$ cat config.mk
export PLATFORM = sky130hd
export DESIGN_NAME = csd_top
export DESIGN_NICKNAME = d
export VERILOG_FILES = /design/src/verilog/csd_pkg.sv /design/src/verilog/csd_dec_if.sv /design/src/verilog/csd_top.sv /design/src/verilog/csd_decode.sv
export SDC_FILE = /design/constraint.sdc
export NUM_CORES = 1
export LEC_CHECK = 0
export ABC_AREA = 1
export BUFFER_PORTS_ARGS = -buffer_cell sky130_fd_sc_hd__buf_4
export CAP_MARGIN = 20
export CELL_PAD_IN_SITES_DETAIL_PLACEMENT = 0
export CELL_PAD_IN_SITES_GLOBAL_PLACEMENT = 1
export CORE_MARGIN = 10
export CORE_UTILIZATION = 37
export CTS_BUF_LIST = sky130_fd_sc_hd__clkbuf_4 sky130_fd_sc_hd__clkbuf_8
export CTS_CLUSTER_SIZE = 10
export DETAILED_ROUTE_END_ITERATION = 6
export PLACE_DENSITY_LB_ADDON = 0.25
export RECOVER_POWER = 25
export REMOVE_ABC_BUFFERS = 1
export SLEW_MARGIN = 20
export SYNTH_ARGS = -nofsm -noshare
export SYNTH_HDL_FRONTEND = slang
export SYNTH_HIERARCHICAL = 1
export SYNTH_SLANG_ARGS = --single-unit
$ cat constraint.sdc
create_clock -name aclk -period 2.4 [get_ports aclk]
set_input_delay 0.48 -clock aclk [delete_from_list [all_inputs] [get_ports aclk]]
set_output_delay 0.48 -clock aclk [all_outputs]
set_load 0.1 [all_outputs]
$ cat src/verilog/csd_pkg.sv
// Purpose: constants and types shared by the chip-select decoder files
// Assumes: 40 MHz aclk, synchronous active-low reset, AXI4-Lite register access
// Notes: register offsets are word indices; the byte address is four times the index
// ==========================================================================
// How it works
// RULE_01: memory channel compares address high byte with low bound
// RULE_02: memory select only inside bounds and when enabled
// RULE_03: I/O channel matches address middle byte to low bound
// RULE_04: I/O channel ignores its high bound
// RULE_05: reset high bounds: channel 0 ff, others 00
// RULE_06: reset control: channel 0 e8, others 00
// RULE_07: control bits 7:5 give zero to seven waits
// RULE_08: control bit 4 picks memory or I/O type
// RULE_09: control bit 3 enables the channel select
// RULE_10: control bits 2:0 read zero, not writable
// RULE_11: wait count applies only in native bus mode
// RULE_12: low bounds of all channels reset to zero
// RULE_13: inclusive range; lowest matching channel wins
package csd_pkg;

  // ========================================================================
  // sizes
  localparam int CSD_NCH = 4;
  localparam int CSD_AW = 12;
  localparam int CSD_DW = 32;

  // ========================================================================
  // register indices (byte address = index * 4)
  localparam logic [9:0] CSD_IDX_SEL0_LOW = 10'h0a8;
  localparam logic [9:0] CSD_IDX_SEL0_HIGH = 10'h0a9;
  localparam logic [9:0] CSD_IDX_SEL0_CTL = 10'h0aa;
  localparam logic [9:0] CSD_IDX_SEL1_LOW = 10'h0ab;
  localparam logic [9:0] CSD_IDX_SEL1_HIGH = 10'h0ac;
  localparam logic [9:0] CSD_IDX_SEL1_CTL = 10'h0ad;
  localparam logic [9:0] CSD_IDX_SEL2_LOW = 10'h0ae;
  localparam logic [9:0] CSD_IDX_SEL2_HIGH = 10'h0af;
  localparam logic [9:0] CSD_IDX_SEL2_CTL = 10'h0b0;
  localparam logic [9:0] CSD_IDX_SEL3_LOW = 10'h0b1;
  localparam logic [9:0] CSD_IDX_SEL3_HIGH = 10'h0b2;
  localparam logic [9:0] CSD_IDX_SEL3_CTL = 10'h0b3;
  localparam logic [9:0] CSD_IDX_STATUS = 10'h0b4;
  localparam logic [3:0] CSD_SLOT_STATUS = 4'hc;
  localparam logic [3:0] CSD_SLOT_NONE = 4'hf;

  // ========================================================================
  // control byte fields
  localparam int CSD_CTL_WAIT_LSB = 5;
  localparam int CSD_CTL_TYPE_BIT = 4;
  localparam int CSD_CTL_EN_BIT = 3;
  localparam logic [7:0] CSD_CTL_WMASK = 8'hf8;

  // ========================================================================
  // reset values, channel i in bits [8i+7:8i]
  localparam logic [31:0] CSD_LOW_RST = 32'h0000_0000;
  localparam logic [31:0] CSD_HIGH_RST = 32'h0000_00ff;
  localparam logic [31:0] CSD_CTL_RST = 32'h0000_00e8;

  // ========================================================================
  // bus answers
  localparam logic [1:0] CSD_RESP_OKAY = 2'h0;
  localparam logic [1:0] CSD_RESP_SLVERR = 2'h2;

  // access sequencer states
  typedef enum logic [2:0] {
    CSD_IDLE = 3'b001,
    CSD_WAIT = 3'b010,
    CSD_HOLD = 3'b100
  } csd_state_t;

endpackage : csd_pkg

$ cat src/verilog/csd_dec_if.sv
// Purpose: carries channel setup and the decode answer between top and decoder
// Assumes: purely combinational decode on the far side
// Notes: packed arrays, channel i in element i
`timescale 1ns/100ps
interface csd_dec_if;
  logic [3:0][7:0] low_bound;
  logic [3:0][7:0] high_bound;
  logic [3:0][7:0] ctl;
  logic [3:0] native_mode;
  logic [23:0] addr;
  logic mem_cycle;
  logic io_cycle;
  logic [3:0] hit;
  logic [2:0] wait_cnt;

  modport owner (output low_bound, high_bound, ctl, native_mode, addr, mem_cycle, io_cycle,
                 input hit, wait_cnt);
  modport decoder (input low_bound, high_bound, ctl, native_mode, addr, mem_cycle, io_cycle,
                   output hit, wait_cnt);
endinterface : csd_dec_if

$ cat src/verilog/csd_top.sv
// Purpose: four programmable chip selects with wait states, AXI4-Lite setup
// Assumes: external address and cycle strobes are synchronous to aclk
// Notes: selects and wait request appear one clock after the strobe rises
//
// Register access over AXI4-Lite was chosen for this implementation.
`timescale 1ns/100ps
module csd_top
  import csd_pkg::*;
(
  // clock and reset
  input wire logic aclk,
  input wire logic aresetn,
  // write address channel
  input wire logic [CSD_AW-1:0] awaddr,
  input wire logic [2:0] awprot,
  input wire logic awvalid,
  output logic awready,
  // write data channel
  input wire logic [CSD_DW-1:0] wdata,
  input wire logic [3:0] wstrb,
  input wire logic wvalid,
  output logic wready,
  // write response channel
  output logic [1:0] bresp,
  output logic bvalid,
  input wire logic bready,
  // read address channel
  input wire logic [CSD_AW-1:0] araddr,
  input wire logic [2:0] arprot,
  input wire logic arvalid,
  output logic arready,
  // read data channel
  output logic [CSD_DW-1:0] rdata,
  output logic [1:0] rresp,
  output logic rvalid,
  input wire logic rready,
  // external access side
  input wire logic [23:0] bus_addr,
  input wire logic mem_cycle,
  input wire logic io_cycle,
  input wire logic [3:0] native_mode,
  output logic [3:0] chip_sel_n,
  output logic wait_req
);

  // map a byte address onto a register slot, none when unmapped
  function automatic logic [3:0] csd_slot(input logic [CSD_AW-1:0] a);
    logic [9:0] idx;
    idx = a[CSD_AW-1:2];
    if (a[1:0] != 2'h0 || idx < CSD_IDX_SEL0_LOW || idx > CSD_IDX_STATUS)
      return CSD_SLOT_NONE;
    return 4'(idx - CSD_IDX_SEL0_LOW);
  endfunction : csd_slot

  csd_dec_if dec_if ();

  logic [3:0][7:0] low_r;
  logic [3:0][7:0] high_r;
  logic [3:0][7:0] ctl_r;
  logic awready_r, wready_r, bvalid_r, arready_r, rvalid_r;
  logic [1:0] bresp_r, rresp_r;
  logic [CSD_DW-1:0] rdata_r;
  logic [CSD_AW-1:0] awaddr_r;
  logic [7:0] wbyte_r;
  logic wlane_r;
  logic aw_held_r, w_held_r;
  csd_state_t state_r, state_nxt;
  logic [2:0] cnt_r, cnt_nxt;
  logic [3:0] sel_r, sel_nxt;
  logic [3:0] sel_n_r;
  logic wait_r;
  logic [3:0] last_hit_r;

  // ========================================================================
  // write path decode
  wire aw_take = awvalid && awready_r;
  wire w_take = wvalid && wready_r;
  wire do_write = aw_held_r && w_held_r && !bvalid_r;
  wire [3:0] wr_slot = csd_slot(awaddr_r);
  wire wr_en = do_write && wlane_r && (wr_slot != CSD_SLOT_NONE) && (wr_slot != CSD_SLOT_STATUS);
  wire wr_bad = (wr_slot == CSD_SLOT_NONE);
  wire b_done = bvalid_r && bready;

  // address and data may arrive in either order
  always_ff @(posedge aclk) begin
    if (!aresetn) begin
      aw_held_r <= 1'b0;
      w_held_r <= 1'b0;
      awready_r <= 1'b1;
      wready_r <= 1'b1;
      awaddr_r <= '0;
      wbyte_r <= 8'h00;
      wlane_r <= 1'b0;
    end else begin
      if (aw_take) begin
        aw_held_r <= 1'b1;
        awready_r <= 1'b0;
        awaddr_r <= awaddr;
      end else if (b_done) begin
        aw_held_r <= 1'b0;
        awready_r <= 1'b1;
      end
      if (w_take) begin
        w_held_r <= 1'b1;
        wready_r <= 1'b0;
        wbyte_r <= wdata[7:0];
        wlane_r <= wstrb[0]; // only the low lane carries data
      end else if (b_done) begin
        w_held_r <= 1'b0;
        wready_r <= 1'b1;
      end
    end
  end

  // response once both halves are in
  always_ff @(posedge aclk) begin
    if (!aresetn) begin
      bvalid_r <= 1'b0;
      bresp_r <= CSD_RESP_OKAY;
    end else if (do_write) begin
      bvalid_r <= 1'b1;
      bresp_r <= wr_bad ? CSD_RESP_SLVERR : CSD_RESP_OKAY;
    end else if (b_done) begin
      bvalid_r <= 1'b0;
    end
  end

  // ========================================================================
  // setup registers, one set per channel
  genvar i;
  generate
    for (i = 0; i < CSD_NCH; i++) begin : g_reg
      localparam logic [3:0] SLOT_LOW = 4'(3 * i);
      localparam logic [3:0] SLOT_HIGH = 4'(3 * i + 1);
      localparam logic [3:0] SLOT_CTL = 4'(3 * i + 2);
      always_ff @(posedge aclk) begin
        if (!aresetn) begin
          low_r[i] <= CSD_LOW_RST[8*i+:8]; // RULE_12
          high_r[i] <= CSD_HIGH_RST[8*i+:8]; // RULE_05
          ctl_r[i] <= CSD_CTL_RST[8*i+:8]; // RULE_06
        end else if (wr_en) begin
          if (wr_slot == SLOT_LOW)
            low_r[i] <= wbyte_r;
          if (wr_slot == SLOT_HIGH)
            high_r[i] <= wbyte_r;
          if (wr_slot == SLOT_CTL)
            ctl_r[i] <= wbyte_r & CSD_CTL_WMASK; // RULE_10
        end
      end
    end
  endgenerate

  // ========================================================================
  // read path: flat view of all slots
  logic [15:0][7:0] view;
  generate
    for (i = 0; i < CSD_NCH; i++) begin : g_view
      assign view[3*i] = low_r[i];
      assign view[3*i+1] = high_r[i];
      assign view[3*i+2] = ctl_r[i];
    end
  endgenerate
  // status: last winning channel, wait busy, three zero bits
  assign view[12] = {last_hit_r, wait_r, 3'h0};
  assign view[13] = 8'h00;
  assign view[14] = 8'h00;
  assign view[15] = 8'h00;

  wire ar_take = arvalid && arready_r;
  wire [3:0] rd_slot = csd_slot(araddr);
  wire r_done = rvalid_r && rready;

  // one read at a time, answered the cycle after it is taken
  always_ff @(posedge aclk) begin
    if (!aresetn) begin
      arready_r <= 1'b1;
      rvalid_r <= 1'b0;
      rdata_r <= '0;
      rresp_r <= CSD_RESP_OKAY;
    end else if (ar_take) begin
      arready_r <= 1'b0;
      rvalid_r <= 1'b1;
      rdata_r <= {24'h000000, view[rd_slot]};
      rresp_r <= (rd_slot == CSD_SLOT_NONE) ? CSD_RESP_SLVERR : CSD_RESP_OKAY;
    end else if (r_done) begin
      arready_r <= 1'b1;
      rvalid_r <= 1'b0;
    end
  end

  // ========================================================================
  // decoder hookup
  assign dec_if.low_bound = low_r;
  assign dec_if.high_bound = high_r;
  assign dec_if.ctl = ctl_r;
  assign dec_if.native_mode = native_mode;
  assign dec_if.addr = bus_addr;
  assign dec_if.mem_cycle = mem_cycle;
  assign dec_if.io_cycle = io_cycle;

  csd_decode u_decode (
    .dec (dec_if.decoder)
  );

  // ========================================================================
  // access sequencer: select is latched at the start so a bound write
  // during a long access cannot drop the select halfway
  wire cyc = mem_cycle || io_cycle;
  wire go = cyc && (dec_if.hit != 4'h0);

  always_comb begin
    state_nxt = state_r;
    cnt_nxt = cnt_r;
    sel_nxt = sel_r;
    unique case (state_r)
      CSD_IDLE: begin
        if (go) begin
          sel_nxt = dec_if.hit;
          cnt_nxt = dec_if.wait_cnt; // RULE_07 RULE_11
          state_nxt = (dec_if.wait_cnt != 3'h0) ? CSD_WAIT : CSD_HOLD;
        end
      end
      CSD_WAIT: begin
        cnt_nxt = cnt_r - 3'h1; // RULE_07
        if (!cyc) begin
          state_nxt = CSD_IDLE;
          cnt_nxt = 3'h0;
          sel_nxt = 4'h0;
        end else if (cnt_r == 3'h1) begin
          state_nxt = CSD_HOLD;
        end
      end
      CSD_HOLD: begin
        if (!cyc) begin
          state_nxt = CSD_IDLE;
          sel_nxt = 4'h0;
        end
      end
      default: begin
        state_nxt = CSD_IDLE;
        cnt_nxt = 3'h0;
        sel_nxt = 4'h0;
      end
    endcase
  end

  always_ff @(posedge aclk) begin
    if (!aresetn) begin
      state_r <= CSD_IDLE;
      cnt_r <= 3'h0;
      sel_r <= 4'h0;
      sel_n_r <= 4'hf;
      wait_r <= 1'b0;
      last_hit_r <= 4'h0;
    end else begin
      state_r <= state_nxt;
      cnt_r <= cnt_nxt;
      sel_r <= sel_nxt;
      sel_n_r <= ~sel_nxt; // active-low copy so the pin comes straight from a flop
      wait_r <= (state_nxt == CSD_WAIT);
      if (state_r == CSD_IDLE && go)
        last_hit_r <= dec_if.hit;
    end
  end

  // ========================================================================
  // outputs straight from flops
  assign awready = awready_r;
  assign wready = wready_r;
  assign bvalid = bvalid_r;
  assign bresp = bresp_r;
  assign arready = arready_r;
  assign rvalid = rvalid_r;
  assign rdata = rdata_r;
  assign rresp = rresp_r;
  assign chip_sel_n = sel_n_r;
  assign wait_req = wait_r;

  generate
    for (i = 0; i < CSD_NCH; i++) begin : g_chk

    end
  endgenerate
endmodule : csd_top

$ cat src/verilog/csd_decode.sv
// Purpose: address compare for four chip-select channels with priority
// Assumes: setup bytes are stable while an access is decoded
// Notes: combinational; the top registers the result
`timescale 1ns/100ps
module csd_decode
  import csd_pkg::*;
(
  // decode link
  csd_dec_if.decoder dec
);

  logic [3:0] raw_hit;
  logic [3:0] chan_wait_or [0:4];

  // ========================================================================
  // per-channel compare
  genvar i;
  generate
    for (i = 0; i < CSD_NCH; i++) begin : g_ch
      wire en = dec.ctl[i][CSD_CTL_EN_BIT]; // RULE_09
      wire is_io = dec.ctl[i][CSD_CTL_TYPE_BIT]; // RULE_08
      // inclusive compare on the high address byte
      wire in_range = (dec.addr[23:16] >= dec.low_bound[i]) && (dec.addr[23:16] <= dec.high_bound[i]); // RULE_01 RULE_02 RULE_13
      // io match never looks at the high bound
      wire io_match = (dec.addr[15:8] == dec.low_bound[i]); // RULE_03 RULE_04
      assign raw_hit[i] = en && (is_io ? (dec.io_cycle && io_match) : (dec.mem_cycle && in_range));
    end
  endgenerate

  // lowest set bit only
  assign dec.hit = raw_hit & (~raw_hit + 4'h1); // RULE_13

  // ========================================================================
  // wait count of the winner, zero outside native mode
  assign chan_wait_or[0] = 4'h0;
  generate
    for (i = 0; i < CSD_NCH; i++) begin : g_wait
      wire [2:0] cnt = dec.ctl[i][7:CSD_CTL_WAIT_LSB]; // RULE_07
      assign chan_wait_or[i + 1] = chan_wait_or[i] | ((dec.hit[i] && dec.native_mode[i]) ? {1'b0, cnt} : 4'h0); // RULE_11
    end
  endgenerate
  assign dec.wait_cnt = chan_wait_or[4][2:0];

endmodule : csd_decode

# After elaboration in Yosys (flattened, before gate mapping)

Cells that the tools add are included.

Magnitude comparators: 13
Divide/modulo/power cells: 0
Equality and inequality tests: 25
Shifts and indexed selects: 0
Multiply operators: 0
Bitwise gates (word level): 7
Muxes and demuxes: 41
Reductions and logical operators: 61
Add/sub/neg operators: 4

Operator list:

| cell                  | number |
|---|---|
| $mux W3               | 11 |
| $bmux W8 S4           | 1 |
| $eq A8 B8 Y1          | 4 |
| $ge A8 B8 Y1          | 4 |
| $le A8 B8 Y1          | 4 |
| $logic_and A1 B1 Y1   | 32 |
| $reduce_and A2 Y1     | 13 |
| $eq A4 B4 Y1 const B  | 6 |
| $mux W4               | 6 |
| $gt A10 B8 Y1 const B | 2 |
| $lt A10 B8 Y1 const B | 2 |
| $pmux W3 S3           | 2 |
| $mux W1               | 17 |
| $eq A4 B3 Y1 const B  | 4 |
| $reduce_bool A2 Y1    | 6 |
| $or A3 B3 Y3          | 3 |
| $eq A4 B2 Y1 const B  | 2 |
| $mux W8               | 1 |
| $ne A4 B4 Y1 const B  | 2 |
| $not A4 Y4            | 2 |
| $pmux W4 S2           | 1 |
| $sub A4 B4 Y4 const B | 2 |
| $eq A3 B1 Y1 const B  | 2 |
| $eq A3 B2 Y1 const B  | 2 |
| other kinds (15)      | 20 |

Output and inout port bits: 46
Latch bits: 0
Bits in registers: 143
Bits in read-only memories: 0
Input port bits: 103
RAM bits: 0
Memories kept: 0

# Logic depth before layout (Yosys ltp)

Word-level depth: 18
Mapped depth: 24
Gate-level depth less buffers: 24

# Hierarchy

Netlist, hierarchy kept.

By module, submodules not included:

| module     | area an instance (um^2) | sequential area each (um^2) | cells an instance | instances |
|---|---|---|---|---|
| csd_top    | 6,776.5                 | 2,822.7                     | 983               | 1 |
| csd_decode | 2,419.8                 | 0.0                         | 422               | 1 |

# Worst setup path after synthesis

Ideal clock, no wire load.

Kind: input to register
Start point: input bus_addr[16]
End point: register sel_n_r[3], in the netlist chip_sel_n[3]
Library setup time: 114 ps
Setup slack: -163 ps
Cell stages on the path: 22
Required time: 2,286 ps
Arrival: 2,449 ps
Cell sequence: inv_1 ha_1 nand2_1 nand3_1 nand2_1 nand2_1 nand2_1 nand2_1 nand3_1 nand2_1 nand2_4 nand2_4 nor2_2 inv_1 a31oi_1 inv_1 nor2_1 inv_1 nor2_1 a21oi_1 nor2_1 inv_1

Cells in the longest elaborated chain, start to end: 13
Elaborated cells on any way between the ends: 32
Those cells by class: add/sub (1); order compare (8); mux (6); bitwise (3); reduce/logical (14)

Ends and longest elaborated chain:

| what                                         | RTL line         | source |
|---|---|---|
| start, declared                              | csd_top.sv:38    | `input wire logic [23:0] bus_addr,` |
| $ge A8 B8 Y1 or $le A8 B8 Y1 (tied branches) | csd_decode.sv:23 | `wire in_range = (dec.addr[23:16] >= dec.low_bound[i]) && (dec.addr[23:16] <= dec.high_bound[i]);` |
| $logic_and A1 B1 Y1                          | csd_decode.sv:23 |  |
| $logic_and A1 B1 Y1                          | csd_decode.sv:26 | `assign raw_hit[i] = en && (is_io ? (dec.io_cycle && io_match) : (dec.mem_cycle && in_range));` |
| $mux W1                                      | csd_decode.sv:26 |  |
| $logic_and A1 B1 Y1                          | csd_decode.sv:26 |  |
| $not A4 Y4                                   | csd_decode.sv:31 | `assign dec.hit = raw_hit & (~raw_hit + 4'h1);` |
| $add A4 B1 Y4                                | csd_decode.sv:31 |  |
| $and A4 B4 Y4 (*)                            | csd_decode.sv:31 |  |
| named net dec_if.hit[3]                      | csd_dec_if.sv:13 | `logic [3:0] hit;` |
| $reduce_bool A4 Y1                           | csd_top.sv:209   | `wire go = cyc && (dec_if.hit != 4'h0);` |
| $logic_and A1 B1 Y1                          | csd_top.sv:209   |  |
| $mux W4 (*)                                  | csd_top.sv:217   | `if (go) begin` |
| $pmux W4 S2 (*)                              | csd_top.sv:215   | `unique case (state_r)` |
| $not A4 Y4 (*)                               | csd_top.sv:259   | `sel_n_r <= ~sel_nxt;` |
| end signal, assigned                         | csd_top.sv:259   |  |
| end, declared                                | csd_top.sv:70    | `logic [3:0] sel_n_r;` |

The timed path passes the listed nets; every way through them passes the cells marked *.
A chain may end at the register's enable or synchronous reset.

# Final worst setup path

Start point: register low_r, in the netlist dec_if.low_bound[29]
End point: register last_hit_r[3]

Cells in the longest elaborated chain, start to end: 11
Elaborated cells on any way between the ends: 13
Those cells by class: add/sub (1); order compare (1); eq/ne (1); mux (1); bitwise (2); reduce/logical (7)

Ends and longest elaborated chain:

| what                            | RTL line         | source |
|---|---|---|
| start, declared                 | csd_top.sv:57    | `logic [3:0][7:0] low_r;` |
| start signal, assigned by index | csd_top.sv:138   | `low_r[i] <= CSD_LOW_RST[8*i+:8];` |
| start signal, assigned by index | csd_top.sv:143   | `low_r[i] <= wbyte_r;` |
| $ge A8 B8 Y1                    | csd_decode.sv:23 |  |
| $logic_and A1 B1 Y1             | csd_decode.sv:23 |  |
| $logic_and A1 B1 Y1             | csd_decode.sv:26 |  |
| $mux W1 (*)                     | csd_decode.sv:26 |  |
| $logic_and A1 B1 Y1 (*)         | csd_decode.sv:26 |  |
| $not A4 Y4                      | csd_decode.sv:31 |  |
| $add A4 B1 Y4                   | csd_decode.sv:31 |  |
| $and A4 B4 Y4 (*)               | csd_decode.sv:31 |  |
| named net dec_if.hit[3]         | csd_dec_if.sv:13 |  |
| $reduce_bool A4 Y1              | csd_top.sv:209   |  |
| $logic_and A1 B1 Y1             | csd_top.sv:209   |  |
| $logic_and A1 B1 Y1             | csd_top.sv:261   | `if (state_r == CSD_IDLE && go)` |
| end signal, assigned            | csd_top.sv:262   | `last_hit_r <= dec_if.hit;` |
| end, declared                   | csd_top.sv:72    | `logic [3:0] last_hit_r;` |

Marks and branches as above.

==> flow_summary.json <==
{
  "status": "finished with violations",
  "violations": "negative setup slack",
  "crit_path_start_kind": "register",
  "cp_slowest_stage_delay_ns": 0.35,
  "worstPathMaxFanout": 5,
  "ys_seq_area_frac": 0.307,
  "netlist_instances": 1405,
  "dpl_cell_area_um2": 10900,
  "vias": 9741,
  "hold-worst-slack_ns": 0.260,
  "finalClockSkew_ns": 0.0133,
  "min_from": "awaddr[9]",
  "ys_seq_elements": 141,
  "cp_data_required_time_ns": 2.73,
  "antenna_found_initial": 0,
  "comb_power_share": 0.234,
  "max_slew.worst_pin.slew_ns": 0.651,
  "core_area_um2": 24400,
  "leakagePower_nw": 5.62,
  "dpl_worst_slack_ns": -0.855,
  "cp_top_family": "simple AND/OR/NAND/NOR gates",
  "ir_worst_vdd_mv": 0.342,
  "grt_pass1_wl_um": 52200,
  "rsz0062_at_grt": "yes",
  "p_sw_frac": 0.356,
  "drt_pass1_iterations": 6,
  "row_count": 57,
  "clk_pin_slew_ns": 0.09,
  "fillers": 2534,
  "gp_congestion": 0.955,
  "final_cell_mix": "284 x nand2_1, 212 x buf_4, 196 x inv_1, 138 x nor2_1, 102 x dfxtp_1",
  "timing.final.crit_share": 1.06,
  "seqPwrFrac": 0.418,
  "grt_max_degree": 65,
  "portBuffers": 81,
  "htreeDepth": 4,
  "r2r-start": "dec_if.low_bound[29]",
  "multi_input_area_um2": 5790,
  "crit_path_top_delay_cell": "dfxtp_1",
  "slew_headroom": 0.565,
  "fin_cells": 1936,
  "n_antenna_cell": 0,
  "initial_core_util": 0.377,
  "slew_violations": 0,
  "finalHoldViolCount": 0,
  "die_h_um": 178,
  "synth_area_um2": 9200,
  "rr_worst_depth": 18,
  "critPathKind": "reg2reg",
  "reg2reg_to": "last_hit_r[3]",
  "cts_sinks": 141,
  "drv_cap": 0,
  "ioPinCount": 149,
  "die_x_um": 178,
  "min_path_cells": 3,
  "drc": 0,
  "switchingPower_mw": 2.15,
  "cp_data_arrival_time_ns": 2.88,
  "worst_slack_ns": -0.144,
  "setup_violations": 18,
  "grt_pass1_vias": 9153,
  "drive_gt1_frac": 0.282,
  "final_antenna_net_count": 0,
  "critical_path_buf_inv_count": 5,
  "first_iter_violations": 836,
  "area_growth_pct": 31.7,
  "track_usage": 0.215,
  "finalPower_mw": 6.02,
  "dpl.hpwl_um": 26400,
  "hold_end": "awaddr_r[9]",
  "rrSetupSlack_ns": -0.14,
  "gr-total-overflow": 0,
  "clock_latency_ns": 0.47,
  "fin_crit_ns": 2.54,
  "synth_cell_types": 42,
  "final_nets": 1768,
  "crit_chain": "inv_1 > ha_1 > nand2_1 > nor2_2 > nand4_1 > nand3_2 > nand3_2 > nand2_2 > nand3_4 > nor2_4 > inv_2 > a31oi_4 > inv_2 > nor2_4 > inv_4 > buf_4 > a21oi_2 > nor2_1",
  "fin_area_um2": 12100,
  "wirelength_um": 34900,
  "power.density_nw_per_um2": 497,
  "clockBufferDepth": 2,
  "hold_path_class": "in2reg",
  "syn-mean-instance-area_um2": 6.55,
  "hold_buffers": 0,
  "end_kind": "register",
  "utilization": 0.496,
  "viasPerCell": 5.03,
  "final-seq-area_um2": 2870,
  "yosys_warnings": 6,
  "cts_root_buf": "clkbuf_8",
  "dieArea_um2": 31600,
  "tns_ns": -1.63,
  "layout_commonest_cell": "nand2_1",
  "routedWlPerCell_um": 18.0,
  "p_int_mw": 3.87,
  "cts_tree": "built",
  "max_freq_ghz": 0.393,
  "p_clk_frac": 0.348,
  "cts_made_buffers": 17,
  "crit_cells": 18,
  "dp_cells": 1892
}
## per-layer routing
metal | part of all wire | routed length (µm) | up-vias | track usage
met2 | 0.43 | 14900 | 341 | 0.321
met1 | 0.46 | 16200 | 4444 | 0.291
met3 | 0.073 | 2560 | 70 | 0.0484
met4 | 0.037 | 1290 | 0 | 0.0893
li1 | - | - | 4886 | -
met5 | 0 | 0 | - | 0
## sequential cells by signal (all words and copies together) (netlist names), 4 cells and up
signal,count
rdata,8
sel_r,4
last_hit_r,4
chip_sel_n,4
awaddr_r,12
dec_if.low_bound,32
wbyte_r,8
ctl_r,20
dec_if.high_bound,32
## how the worst max path moves through the flow
| stage | startpoint | endpoint | slack [ns] |
|---|---|---|---|
| 6_report | dec_if.low_bound[29] | last_hit_r[3] | -0.14 |
| 5_1_grt | dec_if.high_bound[19] | last_hit_r[1] | -0.29 |
| 4_1_cts | dec_if.high_bound[3] | chip_sel_n[1] | -0.15 |
| 3_5_place_dp | bus_addr[16] | chip_sel_n[2] | -0.85 |
| 3_3_place_gp | bus_addr[16] | chip_sel_n[3] | -0.75 |
| 2_1_floorplan | bus_addr[16] | chip_sel_n[3] | -0.16 |
## power groups by stage
stage | logic [mW] | registers [mW] | clock network, mW
after floorplan | 0.645 | 2.72 | 0
after global placement | 1.25 | 2.57 | 0
after detailed placement | 1.26 | 2.57 | 0
after CTS | 1.32 | 2.51 | 2.13
after global routing | 1.53 | 2.53 | 2.22
final | 1.41 | 2.52 | 2.09
## timing repair
item / CTS / global route
endpoints found under the setup margin: 19 / 19
pin swaps: 36 / 47
setup buffers: 5 / 8
gates resized for setup: 90 / 94
hold endpoints to repair: 0 / 0
## cells by family after synthesis
kind of cell / Yosys count / synth area share
simple gates: 675 / 0.334
buf+inv: 310 / 0.141
compound gates: 206 / 0.122
flops: 141 / 0.307
fa+ha+maj: 66 / 0.0898
xor+xnor: 6 / 0.00571
other cells: 1 / 0.000408
## cell type report
type,count,share of cell area
multi-input combinational,979,0.478
sequential,141,0.237
tap,324,0.0335
inverter,234,0.0737
clock inverter,13,0.0128
timing repair buffer,226,0.143
clock buffer,19,0.0216
## cell usage after synthesis
cell type  number  area (µm²)
or2_2           5        31.3
a21oi_4         2        32.5
conb_1          1        3.75
o21a_1          3        22.5
a21boi_1        2        15.0
nand2_2         3        18.8
nor2_1        155         582
buf_6           2        22.5
buf_4          29         218
nor2_2          4        25.0
a21oi_1        99         495
buf_1           6        22.5
nor3_2          3        30.0
nand4_2         2        25.0
nand3_2         5        50.1
o21bai_1        1        7.51
or2_0           3        18.8
xnor2_1         5        43.8
nand2_1       299        1120
nand3_1        91         455
dfxtp_1       141        2820
inv_1         224         841
nor2b_1         2        12.5
nand2_4         3        33.8
xor2_1          1        8.76
a22oi_1         1        7.51
inv_2          10        37.5
o22ai_1         3        18.8
o21ai_0        71         355
o211ai_1        7        52.6
clkbuf_1       29         109
o21ai_1         4        20.0
o21ai_2         1        8.76
a21o_1          5        37.5
ha_1           66         826
nand3b_1        1        7.51
a31oi_1         6        37.5
nand4_1        86         538
nor2_4          9         101
buf_2          10        50.1
a21oi_2         1        8.76
nor3_1          4        20.0
## worst reg2reg max path, delay by kind of cell (launching register included)
| family | cells | cell delay, ns |
|---|---|---|
| compound gates | 2 | 0.32 |
| fa+ha+maj | 1 | 0.32 |
| flops | 1 | 0.35 |
| simple gates | 10 | 0.94 |
| buf+inv | 5 | 0.46 |
No activity file was read; power rests on OpenSTA's default activity.
